--- src/include/gpm_pkg.sv ---
/*
  Shared constants of the pin multiplexer and interrupt block: register
  offsets, reset values, function codes, per-pin pad facts and timing.
  Assumes a 20 MHz system clock and a byte-addressed 32-bit register bus.
*/
package gpm_pkg;
  // Pin count and function-select layout
  localparam int PIN_MAX = 15;
  localparam int LO_PINS = 8;
  localparam int FSEL_W  = 4;

  // Register offsets (byte addresses)
  localparam logic [7:0] OFS_PIN_DATA    = 8'h00;
  localparam logic [7:0] OFS_OUT_ENABLE  = 8'h04;
  localparam logic [7:0] OFS_PULL_ENABLE = 8'h08;
  localparam logic [7:0] OFS_DRIVE_HIGH  = 8'h0C;
  localparam logic [7:0] OFS_IRQ_SENSE   = 8'h10;
  localparam logic [7:0] OFS_IRQ_BOTH    = 8'h14;
  localparam logic [7:0] OFS_IRQ_POL     = 8'h18;
  localparam logic [7:0] OFS_IRQ_ENABLE  = 8'h1C;
  localparam logic [7:0] OFS_IRQ_RAW     = 8'h20;
  localparam logic [7:0] OFS_IRQ_MASKED  = 8'h24;
  localparam logic [7:0] OFS_IRQ_CLEAR   = 8'h28;
  localparam logic [7:0] OFS_FSEL_LO     = 8'h2C;
  localparam logic [7:0] OFS_FSEL_HI     = 8'h30;

  // Reset values
  localparam logic [31:0] RST_PULL    = 32'h03FFFFFF;
  localparam logic [31:0] RST_FSEL_LO = 32'h00000000;
  localparam logic [31:0] RST_FSEL_HI = 32'h00000110;

  // Function codes
  localparam logic [2:0] FN_GPIO  = 3'h0;
  localparam logic [2:0] FN_SER_A = 3'h1;
  localparam logic [2:0] FN_SER_B = 3'h4;
  localparam logic [2:0] FN_SER_C = 3'h5;

  // Pad facts: pull direction, pull availability, input-only pins
  localparam logic [14:0] PULL_UP_PINS = 15'h0E00;
  localparam logic [14:0] PULL_AVAIL   = 15'h4FFF;
  localparam logic [14:0] INPUT_ONLY   = 15'h3000;
  localparam int          WAKE_LSB     = 9;
  localparam int          WAKE_NUM     = 5;

  // Reset pulse on the analog test pin
  localparam int CLK_MHZ        = 20;
  localparam int TEST_PULSE_US  = 75;
  localparam int TEST_PULSE_CYC = TEST_PULSE_US * CLK_MHZ;
  localparam int PULSE_W        = $clog2(TEST_PULSE_CYC);

  typedef enum logic {PS_PULSE, PS_RUN} gpm_pulse_t;
endpackage : gpm_pkg

--- src/include/gpm_irq_if.sv ---
/*
  Bundle between the register side and the per-pin event detector.
  Assumes all signals live in the hclk domain.
*/
`timescale 1ns/1ps
interface gpm_irq_if #(
  parameter int N = 15
);
  logic [N-1:0] level;
  logic [N-1:0] sense;
  logic [N-1:0] both;
  logic [N-1:0] polarity;
  logic [N-1:0] clear;
  logic [N-1:0] set;
  logic [N-1:0] raw;

  modport ctrl (output level, sense, both, polarity, clear, input set, raw);
  modport det  (input level, sense, both, polarity, clear, output set, raw);
endinterface : gpm_irq_if

--- src/logic/gpm_irq_detect.sv ---
/*
  Per-pin edge and level detector with sticky raw status.
  Assumes level is already synchronised and clear is a one-cycle pulse.
*/
`timescale 1ns/1ps
module gpm_irq_detect #(
  parameter int N = 15
) (
  // Clock and reset
  input logic hclk,
  input logic hresetn,
  // Detector side of the bundle
  gpm_irq_if.det irq
);
  logic [N-1:0] prev;

  // Previous level for edge comparison
  always_ff @(posedge hclk or negedge hresetn) begin
    if (!hresetn) prev <= '0;
    else          prev <= irq.level;
  end

  // Match per pin, independent of the pin's function
  always_comb begin
    for (int i = 0; i < N; i++) begin
      if (irq.sense[i])     irq.set[i] = irq.level[i] == irq.polarity[i];
      else if (irq.both[i]) irq.set[i] = irq.level[i] ^ prev[i];
      else if (irq.polarity[i]) irq.set[i] = irq.level[i] & ~prev[i];
      else                  irq.set[i] = ~irq.level[i] & prev[i];
    end
  end

  // Sticky status; a new event beats a clear in the same cycle
  always_ff @(posedge hclk or negedge hresetn) begin
    if (!hresetn) irq.raw <= '0;
    else          irq.raw <= (irq.raw & ~irq.clear) | irq.set;
  end
endmodule : gpm_irq_detect

--- src/logic/gpm_sync.sv ---
/*
  Two-flop synchroniser for a vector of pad levels.
  Assumes bits are independent; no word coherence is promised.
*/
`timescale 1ns/1ps
module gpm_sync #(
  parameter int W = 15
) (
  // Clock and reset
  input  logic         hclk,
  input  logic         hresetn,
  // Levels
  input  logic [W-1:0] d,
  output logic [W-1:0] q
);
  logic [W-1:0] meta;

  // First stage feeds only the second
  always_ff @(posedge hclk or negedge hresetn) begin
    if (!hresetn) begin
      meta <= '0;
      q    <= '0;
    end else begin
      meta <= d;
      q    <= meta;
    end
  end
endmodule : gpm_sync

--- src/logic/gpm_top.sv ---
/*
  Pin function multiplexer with per-pin interrupt detection and an
  AHB-Lite register slave. Assumes one 20 MHz clock, a power controller
  in the same domain driving low_power, and pads that resolve
  out/oe/pull into the wire level.
*/
// Operation
// - Fourteen or fifteen pins, indexed by number
// - Three-bit function select with four codes
// - First serial set: UART, debug, two-wire A
// - Second set: SPI, two-wire B, two-wire A
// - Two PWM sources on pins two to five
// - Third set: density data in, clock out
// - Five pins wake from sleep and standby
// - Interrupts detect regardless of pin function
// - Sense, both-edge and polarity select trigger
// - A match sets the raw status bit
// - Enable mask bit per pin gates interrupt
// - Writing one to clear drops status
// - All pin interrupts merge into one line
// - Reset pull and function defaults per pin
// - All pins high impedance during reset
// - Low power: fixed pad states per pin
// - Pins twelve and thirteen never drive high
// - Test pin pulses high after reset
// - Masked status equals raw and mask
// - Writing zero to clear changes nothing
`timescale 1ns/1ps
module gpm_top
  import gpm_pkg::*;
#(
  parameter int NUM_PINS = 15
) (
  // Clock and reset
  input  logic                hclk,
  input  logic                hresetn,
  // AHB-Lite slave
  input  logic                hsel,
  input  logic [31:0]         haddr,
  input  logic [1:0]          htrans,
  input  logic                hwrite,
  input  logic [2:0]          hsize,
  input  logic                hready,
  input  logic [31:0]         hwdata,
  output logic                hreadyout,
  output logic                hresp,
  output logic [31:0]         hrdata,
  // Pads
  input  logic [NUM_PINS-1:0] pin_in,
  output logic [NUM_PINS-1:0] pin_out,
  output logic [NUM_PINS-1:0] pin_oe,
  output logic [NUM_PINS-1:0] pin_pull_en,
  output logic [NUM_PINS-1:0] pin_pull_up,
  output logic [NUM_PINS-1:0] pin_drive_high,
  // Power state
  input  logic                low_power,
  // UART
  input  logic                uart_rts,
  input  logic                uart_txd,
  output logic                uart_cts,
  output logic                uart_rxd,
  // Debug
  output logic                swd_clk,
  output logic                swd_dio,
  // SPI
  input  logic                spi_clk_o,
  input  logic                spi_clk_oe,
  input  logic                spi_cs_o,
  input  logic                spi_cs_oe,
  input  logic                spi_mosi,
  output logic                spi_clk_i,
  output logic                spi_cs_i,
  output logic                spi_miso,
  // Two-wire, open drain: a request pulls the line low
  input  logic                twowire_a_clock_low,
  input  logic                twowire_a_data_low,
  input  logic                twowire_b_clock_low,
  input  logic                twowire_b_data_low,
  output logic                twowire_a_clock,
  output logic                twowire_a_data,
  output logic                twowire_b_clock,
  output logic                twowire_b_data,
  // PWM and pulse density
  input  logic                pwm_source_a,
  input  logic                pwm_source_b,
  input  logic                pulse_density_clock_out,
  output logic                pulse_density_data_in,
  // Events
  output logic                irq,
  output logic [WAKE_NUM-1:0] wake_request
);
  if (NUM_PINS < 14 || NUM_PINS > PIN_MAX) begin : g_bad_pins
    $error("NUM_PINS must be 14 or 15");
  end

  logic [PIN_MAX-1:0] pin_ext;
  logic [PIN_MAX-1:0] lvl;
  logic [PIN_MAX-1:0] dout;
  logic [PIN_MAX-1:0] oen;
  logic [PIN_MAX-1:0] pul;
  logic [PIN_MAX-1:0] dstr;
  logic [PIN_MAX-1:0] sen;
  logic [PIN_MAX-1:0] bth;
  logic [PIN_MAX-1:0] pol;
  logic [PIN_MAX-1:0] msk;
  logic [2:0]         md [PIN_MAX];
  logic [1:0]         pd [PIN_MAX];
  logic [PIN_MAX-1:0] next_out;
  logic [PIN_MAX-1:0] next_oe;
  logic [PIN_MAX-1:0] pad_out;
  logic [PIN_MAX-1:0] pad_oe;
  logic [PIN_MAX-1:0] pad_pull;
  logic [PIN_MAX-1:0] pad_up;
  logic [PIN_MAX-1:0] pad_drive;
  logic               ph_wr;
  logic [7:0]         ph_addr;
  logic               wr_go;
  logic [31:0]        rd_val;
  gpm_pulse_t         pstate;
  logic [PULSE_W-1:0] pcnt;

  localparam logic [PULSE_W-1:0] PULSE_LAST = PULSE_W'(TEST_PULSE_CYC - 1);

  // Missing pin of the small variant reads as low
  assign pin_ext = PIN_MAX'(pin_in);

  gpm_sync #(.W(PIN_MAX)) u_sync (
    .hclk    (hclk),
    .hresetn (hresetn),
    .d       (pin_ext),
    .q       (lvl)
  );

  gpm_irq_if #(.N(PIN_MAX)) irq_bus ();

  gpm_irq_detect #(.N(PIN_MAX)) u_detect (
    .hclk    (hclk),
    .hresetn (hresetn),
    .irq     (irq_bus.det)
  );

  // Detector fed from synced pins, whatever function is selected
  assign irq_bus.level    = lvl;
  assign irq_bus.sense    = sen;
  assign irq_bus.both     = bth;
  assign irq_bus.polarity = pol;
  assign irq_bus.clear    = (wr_go && ph_addr == OFS_IRQ_CLEAR) ? hwdata[PIN_MAX-1:0] : '0;

  // Zero-wait slave, always OKAY
  assign hreadyout = 1'b1;
  assign hresp     = 1'b0;
  assign wr_go     = ph_wr;

  // Address phase capture; only whole-word writes are accepted
  always_ff @(posedge hclk or negedge hresetn) begin
    if (!hresetn) begin
      ph_wr   <= 1'b0;
      ph_addr <= 8'h00;
    end else if (hready) begin
      ph_wr   <= hsel && htrans[1] && hwrite && hsize == 3'h2;
      ph_addr <= haddr[7:0];
    end
  end

  // Read value decoded from the address phase
  always_comb begin
    rd_val = 32'h00000000;
    case (haddr[7:0])
      OFS_PIN_DATA:    rd_val = 32'(lvl);
      OFS_OUT_ENABLE:  rd_val = 32'(oen);
      OFS_PULL_ENABLE: rd_val = 32'(pul);
      OFS_DRIVE_HIGH:  rd_val = 32'(dstr);
      OFS_IRQ_SENSE:   rd_val = 32'(sen);
      OFS_IRQ_BOTH:    rd_val = 32'(bth);
      OFS_IRQ_POL:     rd_val = 32'(pol);
      OFS_IRQ_ENABLE:  rd_val = 32'(msk);
      OFS_IRQ_RAW:     rd_val = 32'(irq_bus.raw);
      OFS_IRQ_MASKED:  rd_val = 32'(irq_bus.raw & msk);
      OFS_FSEL_LO: begin
        for (int i = 0; i < LO_PINS; i++) rd_val[i*FSEL_W +: 3] = md[i];
      end
      OFS_FSEL_HI: begin
        for (int i = LO_PINS; i < PIN_MAX; i++) rd_val[(i-LO_PINS)*FSEL_W +: 3] = md[i];
      end
      default: rd_val = 32'h00000000;
    endcase
  end

  // Read data registered so it stands through the data phase
  always_ff @(posedge hclk or negedge hresetn) begin
    if (!hresetn) hrdata <= 32'h00000000;
    else if (hready && hsel && htrans[1] && !hwrite) hrdata <= rd_val;
  end

  // Register writes in the data phase
  always_ff @(posedge hclk or negedge hresetn) begin
    if (!hresetn) begin
      dout <= '0;
      oen  <= '0;
      pul  <= RST_PULL[PIN_MAX-1:0];
      dstr <= '0;
      sen  <= '0;
      bth  <= '0;
      pol  <= '0;
      msk  <= '0;
      for (int i = 0; i < LO_PINS; i++) md[i] <= RST_FSEL_LO[i*FSEL_W +: 3];
      for (int i = LO_PINS; i < PIN_MAX; i++) begin
        md[i] <= RST_FSEL_HI[(i-LO_PINS)*FSEL_W +: 3];
      end
    end else if (wr_go) begin
      case (ph_addr)
        OFS_PIN_DATA:    dout <= hwdata[PIN_MAX-1:0];
        OFS_OUT_ENABLE:  oen  <= hwdata[PIN_MAX-1:0];
        OFS_PULL_ENABLE: pul  <= hwdata[PIN_MAX-1:0];
        OFS_DRIVE_HIGH:  dstr <= hwdata[PIN_MAX-1:0];
        OFS_IRQ_SENSE:   sen  <= hwdata[PIN_MAX-1:0];
        OFS_IRQ_BOTH:    bth  <= hwdata[PIN_MAX-1:0];
        OFS_IRQ_POL:     pol  <= hwdata[PIN_MAX-1:0];
        OFS_IRQ_ENABLE:  msk  <= hwdata[PIN_MAX-1:0];
        OFS_FSEL_LO: begin
          for (int i = 0; i < LO_PINS; i++) md[i] <= hwdata[i*FSEL_W +: 3];
        end
        OFS_FSEL_HI: begin
          for (int i = LO_PINS; i < PIN_MAX; i++) begin
            md[i] <= hwdata[(i-LO_PINS)*FSEL_W +: 3];
          end
        end
        default: ;
      endcase
    end
  end

  // Function mux: {oe, out} per pin; unlisted codes leave the pin undriven
  always_comb begin
    for (int i = 0; i < PIN_MAX; i++) begin
      pd[i] = (md[i] == FN_GPIO) ? {oen[i] & ~INPUT_ONLY[i], dout[i]} : 2'b00;
    end
    if (md[0]  == FN_SER_B) pd[0]  = {spi_clk_oe, spi_clk_o};
    if (md[1]  == FN_SER_A) pd[1]  = {1'b1, uart_rts};
    if (md[1]  == FN_SER_B) pd[1]  = {spi_cs_oe, spi_cs_o};
    if (md[2]  == FN_SER_A) pd[2]  = {1'b1, pwm_source_a};
    if (md[2]  == FN_SER_B) pd[2]  = {1'b1, spi_mosi};
    if (md[2]  == FN_SER_C) pd[2]  = {1'b1, pulse_density_clock_out};
    if (md[3]  == FN_SER_A) pd[3]  = {1'b1, pwm_source_b};
    if (md[4]  == FN_SER_B) pd[4]  = {twowire_b_clock_low, 1'b0};
    if (md[4]  == FN_SER_C) pd[4]  = {1'b1, pwm_source_a};
    if (md[5]  == FN_SER_A) pd[5]  = {1'b1, uart_txd};
    if (md[5]  == FN_SER_B) pd[5]  = {twowire_b_data_low, 1'b0};
    if (md[5]  == FN_SER_C) pd[5]  = {1'b1, pwm_source_b};
    if (md[6]  == FN_SER_A) pd[6]  = {1'b1, uart_rts};
    if (md[6]  == FN_SER_B) pd[6]  = {twowire_b_clock_low, 1'b0};
    if (md[7]  == FN_SER_B) pd[7]  = {twowire_b_data_low, 1'b0};
    if (md[7]  == FN_SER_C) pd[7]  = {1'b1, pulse_density_clock_out};
    if (md[8]  == FN_SER_A) pd[8]  = {1'b1, uart_txd};
    if (md[8]  == FN_SER_B) pd[8]  = {spi_clk_oe, spi_clk_o};
    if (md[10] == FN_SER_B) pd[10] = {1'b1, spi_mosi};
    if (md[11] == FN_SER_B) pd[11] = {spi_cs_oe, spi_cs_o};
    if (md[12] == FN_SER_B) pd[12] = {twowire_a_clock_low, 1'b0};
    if (md[13] == FN_SER_B) pd[13] = {twowire_a_data_low, 1'b0};
    if (md[14] == FN_SER_A) pd[14] = {twowire_a_clock_low, 1'b0};
    if (md[14] == FN_SER_B) pd[14] = {spi_clk_oe, spi_clk_o};
    for (int i = 0; i < PIN_MAX; i++) begin
      next_oe[i]  = pd[i][1] & ~low_power;
      next_out[i] = pd[i][0];
    end
    if (pstate == PS_PULSE) begin
      next_oe[14]  = 1'b1;
      next_out[14] = 1'b1;
    end
  end

  // Pad drive registered; all zero during reset leaves every pin floating
  always_ff @(posedge hclk or negedge hresetn) begin
    if (!hresetn) begin
      pad_out   <= '0;
      pad_oe    <= '0;
      pad_pull  <= '0;
      pad_up    <= '0;
      pad_drive <= '0;
    end else begin
      pad_out   <= next_out;
      pad_oe    <= next_oe;
      pad_pull  <= low_power ? PULL_UP_PINS : (pul & PULL_AVAIL);
      pad_up    <= PULL_UP_PINS;
      pad_drive <= dstr;
    end
  end

  assign pin_out        = pad_out[NUM_PINS-1:0];
  assign pin_oe         = pad_oe[NUM_PINS-1:0];
  assign pin_pull_en    = pad_pull[NUM_PINS-1:0];
  assign pin_pull_up    = pad_up[NUM_PINS-1:0];
  assign pin_drive_high = pad_drive[NUM_PINS-1:0];

  // Peripheral inputs: lowest listed pin in the matching set wins
  always_ff @(posedge hclk or negedge hresetn) begin
    if (!hresetn) begin
      uart_cts              <= 1'b1;
      uart_rxd              <= 1'b1;
      swd_clk               <= 1'b0;
      swd_dio               <= 1'b0;
      spi_clk_i             <= 1'b0;
      spi_cs_i              <= 1'b1;
      spi_miso              <= 1'b0;
      twowire_a_clock       <= 1'b1;
      twowire_a_data        <= 1'b1;
      twowire_b_clock       <= 1'b1;
      twowire_b_data        <= 1'b1;
      pulse_density_data_in <= 1'b0;
    end else begin
      uart_cts <= (md[0] == FN_SER_A) ? lvl[0] : (md[7] == FN_SER_A) ? lvl[7] :
                  (md[13] == FN_SER_A) ? lvl[13] : 1'b1;
      uart_rxd <= (md[4] == FN_SER_A) ? lvl[4] : (md[11] == FN_SER_A) ? lvl[11] : 1'b1;
      swd_clk  <= (md[9] == FN_SER_A) & lvl[9];
      swd_dio  <= (md[10] == FN_SER_A) & lvl[10];
      spi_clk_i <= (md[0] == FN_SER_B) ? lvl[0] : (md[8] == FN_SER_B) ? lvl[8] :
                   (md[14] == FN_SER_B) ? lvl[14] : 1'b0;
      spi_cs_i <= (md[1] == FN_SER_B) ? lvl[1] : (md[11] == FN_SER_B) ? lvl[11] : 1'b1;
      spi_miso <= (md[3] == FN_SER_B) ? lvl[3] : (md[9] == FN_SER_B) ? lvl[9] : 1'b0;
      twowire_a_clock <= (md[12] == FN_SER_B) ? lvl[12] :
                         (md[14] == FN_SER_A) ? lvl[14] : 1'b1;
      twowire_a_data  <= (md[13] == FN_SER_B) ? lvl[13] : 1'b1;
      twowire_b_clock <= (md[4] == FN_SER_B) ? lvl[4] : (md[6] == FN_SER_B) ? lvl[6] : 1'b1;
      twowire_b_data  <= (md[5] == FN_SER_B) ? lvl[5] : (md[7] == FN_SER_B) ? lvl[7] : 1'b1;
      pulse_density_data_in <= (md[1] == FN_SER_C) ? lvl[1] : (md[6] == FN_SER_C) ? lvl[6] :
                               (md[8] == FN_SER_C) ? lvl[8] : 1'b0;
    end
  end

  // Combined interrupt and wake requests; wake uses raw status so it
  // works with the mask cleared while the core sleeps
  always_ff @(posedge hclk or negedge hresetn) begin
    if (!hresetn) begin
      irq          <= 1'b0;
      wake_request <= '0;
    end else begin
      irq          <= |(irq_bus.raw & msk);
      wake_request <= irq_bus.raw[WAKE_LSB +: WAKE_NUM];
    end
  end

  // Test-pin pulse right after reset release
  always_ff @(posedge hclk or negedge hresetn) begin
    if (!hresetn) begin
      pstate <= PS_PULSE;
      pcnt   <= '0;
    end else begin
      unique case (pstate)
        PS_PULSE: begin
          if (pcnt == PULSE_LAST) pstate <= PS_RUN;
          else pcnt <= pcnt + PULSE_W'(1);
        end
        PS_RUN: ;
      endcase
    end
  end
endmodule : gpm_top

--- config.mk ---
export PLATFORM = sky130hd
export DESIGN_NAME = gpm_top
export DESIGN_NICKNAME = d
export VERILOG_FILES = /design/src/include/gpm_pkg.sv /design/src/include/gpm_irq_if.sv /design/src/logic/gpm_irq_detect.sv /design/src/logic/gpm_sync.sv /design/src/logic/gpm_top.sv
export SDC_FILE = /design/constraint.sdc
export NUM_CORES = 1
export LEC_CHECK = 0
export ABC_AREA = 1
export BUFFER_PORTS_ARGS = -buffer_cell sky130_fd_sc_hd__buf_2
export CAP_MARGIN = 20
export CORE_MARGIN = 4
export CORE_UTILIZATION = 34
export CTS_CLUSTER_DIAMETER = 40
export CTS_CLUSTER_SIZE = 8
export DETAILED_ROUTE_END_ITERATION = 8
export PLACE_DENSITY = 0.63
export SLEW_MARGIN = 20
export SYNTH_ARGS = -nofsm -noshare
export SYNTH_HDL_FRONTEND = slang
export SYNTH_SLANG_ARGS = --single-unit
export TNS_END_PERCENT = 50
--- constraint.sdc ---
create_clock -name hclk -period 3.1 [get_ports hclk]
set_input_delay 0.62 -clock hclk [delete_from_list [all_inputs] [get_ports hclk]]
set_output_delay 0.62 -clock hclk [all_outputs]
set_load 0.005 [all_outputs]
==> results of run 1 <==
==> stage by stage <==
stage	cells	cell area [um^2]	util [%]	setup WS, ns
5_1_grt	2602	18970	41.54	0.7452
4_1_cts	2602	18970	41.54	1.028
6_report	2603	18980	41.55	0.9998
2_1_floorplan	1798	15910	-	1.489
3_5_place_dp	2498	17210	37.67	0.8053
3_3_place_gp	2498	17210	37.67	0.8466
==> how the worst max path moves through the flow <==
stage                      startpoint  depth (start not counted)                endpoint
2_1_floorplan                  hready                          7  hrdata[26]$_DFFE_PN0P_
3_3_place_gp                 haddr[7]                         11  hrdata[14]$_DFFE_PN0P_
3_5_place_dp                 haddr[7]                         11  hrdata[14]$_DFFE_PN0P_
4_1_cts        ph_addr[7]$_DFFE_PN0P_                          5     oen[13]$_DFFE_PN0P_
5_1_grt        ph_addr[7]$_DFFE_PN0P_                          5     oen[13]$_DFFE_PN0P_
6_report       ph_addr[7]$_DFFE_PN0P_                          5      msk[3]$_DFFE_PN0P_
==> synth_stat cells (all sizes together), types with 5 or more instances <==
cell	n	area, um^2
o21ai	235	1184
clkbuf	46	172.7
ha	31	387.9
nand2	466	1769
buf	61	476.7
o211ai	12	130.1
inv	147	551.8
xor2	8	70.07
nor4	6	37.54
nor2	103	447.9
dfstp	24	630.6
dfrtp	326	8158
xnor2	17	148.9
mux2	15	168.9
a21oi	29	145.1
nand3b	5	37.54
nor3	21	130.1
nand3	195	980.9
nand4	11	68.82
==> layout by cell type, fill, tap and decap left out, types with 3 or more instances in the layout <==
cell type / count
conb_1: 22
mux2_2: 15
nand3b_1: 5
ha_1: 31
clkbuf_8: 6
nor2_4: 5
nand2_1: 460
nand4_1: 11
o21ai_1: 41
inv_1: 142
nor3_1: 16
o211ai_2: 8
xor2_1: 8
clkbuf_16: 57
a21oi_1: 29
o211ai_1: 4
buf_4: 22
dfrtp_1: 326
clkbuf_1: 31
nor3_2: 5
dfstp_2: 24
nor2_1: 94
clkinvlp_4: 4
buf_2: 178
xnor2_1: 17
nand3_1: 194
inv_2: 5
nand2_2: 5
or2_2: 3
o21ai_0: 192
nor2_2: 3
nor4_1: 6
buf_12: 6
bufinv_16: 3
==> worst max-delay path, stage by stage (launching register included) <==
cell and delay [ns]:
dfrtp_1 0.37, nor2_1 0.16, nand2_1 0.10, nor2_1 0.24, nand2_1 0.67, o21ai_0 0.43
==> power by group <==
group	internal, mW	leakage (nW)	switching [mW]
Combinational	0.154	5.31	0.362
Clock	3.78	0.837	2.12
Sequential	4.67	3.67	0.0869
==> cells by family (layout without fill, tap and decap cells) <==
family                     count (synthesis)  after routing  share of synthesized area, %
xor gates and xnor gates                  25             25                         1.383
and+or+nand+nor                          815            815                         22.29
AOI/OAI and AO/OA                        286            286                         9.694
DFF                                      350            350                         55.49
buffers and inverters                    254            458                         7.584
muxes                                     15             15                         1.067
other                                      2             23                       0.04742
adders and majority gates                 31             31                         2.449
==> layout make-up <==
cell class | instances | area (um^2)
multi-input combinational | 1194 | 5923
clock inverter | 10 | 142.6
clock buffer | 94 | 1625
inverter | 147 | 551.8
tap | 600 | 750.7
sequential | 350 | 8788
fill | 4496 | 26700
timing repair buffer | 207 | 1191
antenna | 1 | 2.502
==> routing by layer <==
| layer | up-vias | global-route usage (%) | wire (um) | part of all wire, % |
|---|---|---|---|---|
| met5 | - | 0 | 0 | 0 |
| met4 | 0 | 7.337 | 1865 | 3.7 |
| met3 | 99 | 4.862 | 4132 | 8.3 |
| met2 | 546 | 31.08 | 22750 | 46 |
| met1 | 6314 | 26.87 | 21090 | 42 |
| li1 | 6119 | - | - | - |
==> flow_summary.toml, run 1 <==
[global_routing]
antenna_found_initial = 1
grt_pass1_wl_um = 77240
gr-usage-all-layers_pct = 19.83
grt-ovfl-total = 0
grt_pass1_vias = 12970
grt_start_max_net_pins = 81

[worst_setup_path]
crit_arrival_ns = 2.57
r2r-start = "ph_addr[7]$_DFFE_PN0P_"
rrSetupSlack_ns = 1.0
crit_type = "reg2reg"
reg2reg_depth = 5
cp_max_fo = 30
start_kind = "flop"
end_kind = "flop"
required_ns = 3.57
reg2reg_to = "msk[3]$_DFFE_PN0P_"

[final_layout]
top_regs = "md: 45 flops, hrdata: 27 flops"
largest_reg_flops = 45
nets = 2092
area.growth.synth_to_final_pct = 19.81
drive_gt1_share_pct = 17.88
largest_register = "md"

[run]
maxCapViolCount = 0

[synthesis]
ys_seq_elements = 350
syn_area_mm2 = 0.01584
syn_area_per_cell_um2 = 8.908
synth-seq-area-share_pct = 55.49
synthArstFlopShare_pct = 100.0
syn_inst = 1778
yosysWarnings = 0
ys.flop_type = "dfrtp_1"
ys_types = 46
synth_edf_count = 0

[sta]
fin_setup_tns_ns = 0
clock_skew_ns = 0.01713
worst_pin_slew_ns = 1.062
fmax_ghz = 0.4761
drv_slew = 0
finalSetupViolCount = 0
rsz0062_at_grt = "false"
finalHoldViolCount = 0
fin_hold_ws_ns = 0.07567
slew_headroom_pct = 29.02
period_share_pct = 67.75
min_period_ns = 2.100

[floorplan]
start_util_pct = 34.68
dieHeight_um = 223.8
die_area_mm2 = 0.05010
num_rows = 78
core_area_mm2 = 0.04567
die_x_um = 223.8
io_pins = 231

[cts]
cts_tree = "yes"
clk_latency_ns = 0.59
cts_resized = 0
clkTransAtPathRegs_ns = 0.05
postCtsSetupBuffers = 0
clock_sinks = 350
hold_buffers = 0
clockBufferDepth = 3
h-tree-depth = 2
cts_buffers = 57
cts_root_buf = "clkbuf_16"

[place]
hpwlAfterDp_um = 35000
gp_congestion = 0.9051
io_buffers = 179

[pwr]
powerDensity_mw_per_mm2 = 588.7
p_leak_nw = 9.814
ir_drop_mv = 0.3975
p_total_mw = 11.17

[route]
vias = 13080
drt_iter0_drc = 1260
wl_um = 49840
antenna_left = 0
post_drt_wl_per_cell_um = 19.15
firstDrtPassIters = 6
post_drt_via_cell_ratio = 5.024
drc = 0

[status]
status = "complete, no violations"

[min_path]
hold_path.class = "in2async"
Note: power is estimated with default switching activity, not from simulation.
==> run 2, diff against run 1 <==
--- a/config.mk
+++ b/config.mk
@@ -5,7 +5,7 @@
 export SDC_FILE = /design/constraint.sdc
 export NUM_CORES = 1
 export LEC_CHECK = 0
-export ABC_AREA = 1
+export ABC_AREA = 0
 export BUFFER_PORTS_ARGS = -buffer_cell sky130_fd_sc_hd__buf_2
 export CAP_MARGIN = 20
 export CORE_MARGIN = 4
==> constraint.sdc (replaced) <==
create_clock -name hclk -period 2.14 [get_ports hclk]
set_input_delay 0.428 -clock hclk [delete_from_list [all_inputs] [get_ports hclk]]
set_output_delay 0.428 -clock hclk [all_outputs]
set_load 0.005 [all_outputs]
==> flow_summary.toml, run 2 <==
[floorplan]
dieHeight_um = 222.1
start_util_pct = 34.34
io_pins = 231
core_area_mm2 = 0.04538
num_rows = 78
die_x_um = 222.1
die_area_mm2 = 0.04932

[sta]
worst_pin_slew_ns = 0.9521
min_period_ns = 1.920
slew_headroom_pct = 36.53
clock_skew_ns = 0.01438
fmax_ghz = 0.5210
drv_slew = 0
period_share_pct = 89.70
finalSetupViolCount = 0
rsz0062_at_grt = "false"
worst_slack_ns = 0.2205
fin_hold_ws_ns = 0.09175
finalHoldViolCount = 0

[synthesis]
yosysMostFrequentCell = "dfrtp_1"
ys_types = 70
syn_inst = 1252
synthArstFlopShare_pct = 100.0
synth_xor_area_share_pct = 1.405
synth_top_area_share_pct = 52.35
synth_fa_ha_area_share_pct = 2.489
synthTopCellsByCount = "dfrtp_1, mux2_2, nand2_1, nor2_1, inv_1"
synth-simple-area-share_pct = 9.499
ys.flop_type = "dfrtp_1"
synth_area_leaders = "dfrtp_1, mux2_2, dfstp_2, ha_1, nand2_1"
yosys.area.top_type = "dfrtp_1"
yosysWarnings = 0
synth_compound_area_share_pct = 10.28
synthMuxAreaShare_pct = 15.60
synth_edf_count = 0
syn_area_per_cell_um2 = 12.45
syn_area_mm2 = 0.01558
synth-seq-area-share_pct = 56.40
ys_seq_elements = 350
synth_top_family_by_area = "multiplexers"

[pwr]
p_total_mw = 16.19
powerDensity_mw_per_mm2 = 834.9
p_leak_nw = 8.847
ir_drop_mv = 0.5455

[final_layout]
largest_reg_flops = 45
drive_gt1_share_pct = 35.99
stdcell_count = 2146
most-common-layout-cells = "dfrtp_1, mux2_2, buf_2"
nFillCells = 4253
register_area_mm2 = 0.008788
nets = 1640
layout_commonest_cell = "dfrtp_1"
area.growth.synth_to_final_pct = 24.45
top_regs = "md: 45 flops, hrdata: 27 flops"
largest_register = "md"
multi_input_area_mm2 = 0.006215

[worst_setup_path]
crit_type = "reg2reg"
critPathLaunch = "ph_addr[5]$_DFFE_PN0P_"
end_kind = "flop"
slowest_stage = "dfrtp_1"
crit_chain = "nor4_2 -> nand2b_1 -> nor2_1 -> buf_4 -> mux2_2"
required_ns = 2.60
crit_arrival_ns = 2.38
start_kind = "flop"
cp_max_fo = 9
r2r-start = "ph_addr[5]$_DFFE_PN0P_"
max_stage_delay_ns = 0.40

[route]
wl_um = 50380
post_drt_wl_per_cell_um = 23.48
firstDrtPassIters = 6
drt_iter0_drc = 948
drc = 0
vias = 11400
antenna_left = 0
post_drt_via_cell_ratio = 5.314

[place]
gp_congestion = 0.9115
hpwlAfterDp_um = 36420
io_buffers = 179
preCtsSetupSlack_ns = -0.07876
dp.cells = 2032

[min_path]
hold_start = "hwdata[29]"
hold_path.class = "in2reg"

[run]
maxCapViolCount = 0

[cts]
clkTransAtPathRegs_ns = 0.05
cts_root_buf = "clkbuf_16"
h-tree-depth = 2
cts_buffers = 55
clockBufferDepth = 3
cts_resized = 0
clk_latency_ns = 0.58
cts_tree = "yes"
clock_sinks = 350

[global_routing]
grt_start_max_net_pins = 76
grt_pass1_wl_um = 76180
grt-ovfl-total = 0
antenna_found_initial = 2
gr-usage-all-layers_pct = 20.05
grt_pass1_vias = 11870

[status]
status = "complete, no violations"
==> run 2: final timing paths <==
path                                          endpoint  slack, ns  depth (start not counted)
worst max-delay path               dstr[0]$_DFFE_PN0P_       0.22                          5
max in group asynchronous           pul[3]$_DFFE_PN1P_       1.15                          3
worst min register to register  u_sync.q[10]$_DFF_PN0_       0.34                          0
min in group asynchronous         pin_out[7]$_DFF_PN0_       0.28                          2
worst max register to register     dstr[0]$_DFFE_PN0P_       0.22                          5
worst min-delay path                md[22]$_DFFE_PN0P_       0.09                          2
==> run 2: where the power goes <==
part	internal, mW	leakage [nW]	switching (mW)
sequential	6.83	4.34	0.214
clock	5.13	0.814	3.00
combinational	0.426	3.69	0.581
==> run 2: critical path, delay by kind of cell, from the launching register on <==
family	cells	cell delay (ns)
buffers and inverters	1	0.31
DFF	1	0.40
muxes	1	0.38
and+or+nand+nor	3	0.71
==> run 2: kinds of logic after synthesis <==
group                      Yosys count
DFF                                350
and+or+nand+nor                    275
AOI/OAI and AO/OA                  221
muxes                              214
buffers and inverters              134
adders and majority gates           31
xor gates and xnor gates            25
other                                2
==> run 2: metal layers <==
metal	part of all wire, %	global-route usage [%]	vias to the layer above
li1	-	-	5031
met1	41	25.67	5839
met2	49	33.47	426
met3	6.6	4.369	105
met4	3.9	7.543	2
met5	0.026	0	-
==> run 2: through the flow <==
step / utilization [%] / setup TNS (ns) / cell area [um^2]
detailed placement: 38.68 / -0.07876 / 17560
floorplan: - / 0 / 15660
CTS: 42.73 / 0 / 19390
global route: 42.73 / 0 / 19390
finish: 42.73 / 0 / 19390
global placement: 38.68 / -0.09132 / 17560
==> run 2: final cells by class <==
type / count / share of cell area, %
Clock inverter: 11 / 0.6775
Clock buffer: 86 / 7.955
Multi-Input combinational cell: 788 / 32.05
Timing Repair Buffer: 272 / 9.381
Sequential cell: 350 / 45.32
Tap cell: 600 / 3.871
Antenna cell: 1 / 0.01290
Inverter: 38 / 0.7355
==> run 2: timing repair <==
| item | 4_1_cts | 5_1_grt |
|---|---|---|
| hold buffers | 16 | 0 |
| setup buffers | 0 | 0 |
| endpoints found under the hold margin | 89 | 0 |
==> run 3, diff against run 2 <==
--- a/config.mk
+++ b/config.mk
@@ -8,12 +8,14 @@
 export ABC_AREA = 0
 export BUFFER_PORTS_ARGS = -buffer_cell sky130_fd_sc_hd__buf_2
 export CAP_MARGIN = 20
+export CELL_PAD_IN_SITES_DETAIL_PLACEMENT = 0
+export CELL_PAD_IN_SITES_GLOBAL_PLACEMENT = 2
 export CORE_MARGIN = 4
 export CORE_UTILIZATION = 34
 export CTS_CLUSTER_DIAMETER = 40
 export CTS_CLUSTER_SIZE = 8
 export DETAILED_ROUTE_END_ITERATION = 8
-export PLACE_DENSITY = 0.63
+export PLACE_DENSITY = 0.83
 export SLEW_MARGIN = 20
 export SYNTH_ARGS = -nofsm -noshare
 export SYNTH_HDL_FRONTEND = slang
==> flow_summary.toml, run 3 (synthesis gave the netlist of run 2 again) <==
[status]
status = "complete, no violations"

[sta]
slew_headroom_pct = 32.03
rsz0062_at_grt = "false"
drv_slew = 0
finalSetupViolCount = 0
worst_pin_slew_ns = 1.020
finalHoldViolCount = 0
clock_skew_ns = 0.01701
fin_hold_ws_ns = 0.09173
period_share_pct = 93.02
min_period_ns = 1.991
fmax_ghz = 0.5024

[cts]
cts_tree = "yes"
hold_buffers = 16
postCtsSetupBuffers = 0
cts_buffers = 56
clockBufferDepth = 3
cts_resized = 0
clkTransAtPathRegs_ns = 0.05
clk_latency_ns = 0.58
cts_root_buf = "clkbuf_16"
clock_sinks = 350
h-tree-depth = 2

[route]
post_drt_wl_per_cell_um = 23.36
antenna_left = 0
drc = 0
post_drt_via_cell_ratio = 5.306
firstDrtPassIters = 5
vias = 11490
wl_um = 50560
drt_iter0_drc = 959

[floorplan]
start_util_pct = 34.34
io_pins = 231
dieHeight_um = 222.1
core_area_mm2 = 0.04538
die_x_um = 222.1
num_rows = 78
die_area_mm2 = 0.04932

[worst_setup_path]
cp_max_fo = 9
start_kind = "flop"
end_kind = "flop"
crit_chain = "nor4_2 -> nand2b_1 -> nor2_1 -> buf_4 -> mux2_2"
crit_arrival_ns = 2.43
crit_type = "reg2reg"
max_stage_delay_ns = 0.40
slowest_stage = "dfrtp_1"
required_ns = 2.58

[global_routing]
grt_pass1_wl_um = 75440
grt-ovfl-total = 0
grt_start_max_net_pins = 79
grt_pass1_vias = 11830
gr-usage-all-layers_pct = 19.92
antenna_found_initial = 5

[run]
maxCapViolCount = 0

[final_layout]
nFillCells = 4308
post-route-util_pct = 43.18
area.growth.synth_to_final_pct = 25.77
largest_reg_flops = 45
top_regs = "md: 45 flops, hrdata: 27 flops"
largest_register = "md"
layout_commonest_cell = "dfrtp_1"
nets = 1653
drive_gt1_share_pct = 36.57
most-common-layout-cells = "dfrtp_1, mux2_2, buf_2"
stdcell_count = 2165

[min_path]
hold_path.class = "in2reg"

[pwr]
ir_drop_mv = 0.6388
p_total_mw = 16.56
p_leak_nw = 8.941
powerDensity_mw_per_mm2 = 845.3

[place]
io_buffers = 179
dp.cells = 2044
hpwlAfterDp_um = 36750
gp_congestion = 0.9448
==> run 3: stage by stage <==
step	cell area [um^2]	TNS, ns	worst slack (ns)
after floorplan	15660	0	0.2660
after global placement	17660	-0.6264	-0.1574
after CTS	19600	0	0.1437
after global routing	19600	0	0.06571
final	19600	0	0.1494
after detailed placement	17660	-0.9630	-0.1726
==> run 3: worst max-delay path, delay by kind of cell (launching register included) <==
family        cells  cell delay (ns)
buf+inv           1             0.29
flops             1             0.40
simple gates      3             0.80
mux               1             0.36
==> run 3: path summary, 6_finish.rpt <==
| kind | start | to | slack [ns] | cells after the start |
|---|---|---|---|---|
| hold / removal | hwdata[29] | md[22]$_DFFE_PN0P_ | 0.09 | 2 |
| setup / recovery | ph_addr[5]$_DFFE_PN0P_ | dstr[9]$_DFFE_PN0P_ | 0.15 | 5 |
| setup reg to reg | ph_addr[5]$_DFFE_PN0P_ | dstr[9]$_DFFE_PN0P_ | 0.15 | 5 |
| min in group asynchronous | hresetn | md[22]$_DFFE_PN0P_ | 0.29 | 2 |
| hold reg to reg | u_sync.meta[10]$_DFF_PN0_ | u_sync.q[10]$_DFF_PN0_ | 0.34 | 0 |
| max in group asynchronous | hresetn | pul[10]$_DFFE_PN1P_ | 1.15 | 3 |
==> run 3: cell type report <==
type	instances	area, um^2	share of cell area (%)
Sequential cell	350	8788	44.84
Multi-Input combinational cell	788	6215	31.71
Timing Repair Buffer	284	1922	9.807
Clock buffer	94	1657	8.453
Tap cell	600	750.7	3.831
Inverter	38	142.6	0.7278
Clock inverter	10	120.1	0.6129
Antenna cell	1	2.502	0.01277
==> run 3: where the power goes <==
group          internal (mW)  leakage (nW)  switching, mW  total (mW)
Combinational          0.434          3.75          0.588        1.02
Clock                   5.45         0.855           3.04        8.50
Sequential              6.83          4.34          0.213        7.05
==> run 3: routing by layer <==
| layer | wire [um] | vias to the layer above | global-route usage, % |
|---|---|---|---|
| met3 | 3115 | 134 | 4.396 |
| met2 | 24010 | 421 | 32.83 |
| met4 | 2286 | 8 | 8.103 |
| met1 | 21100 | 5850 | 25.58 |
| met5 | 58 | - | 0 |
| li1 | - | 5075 | - |
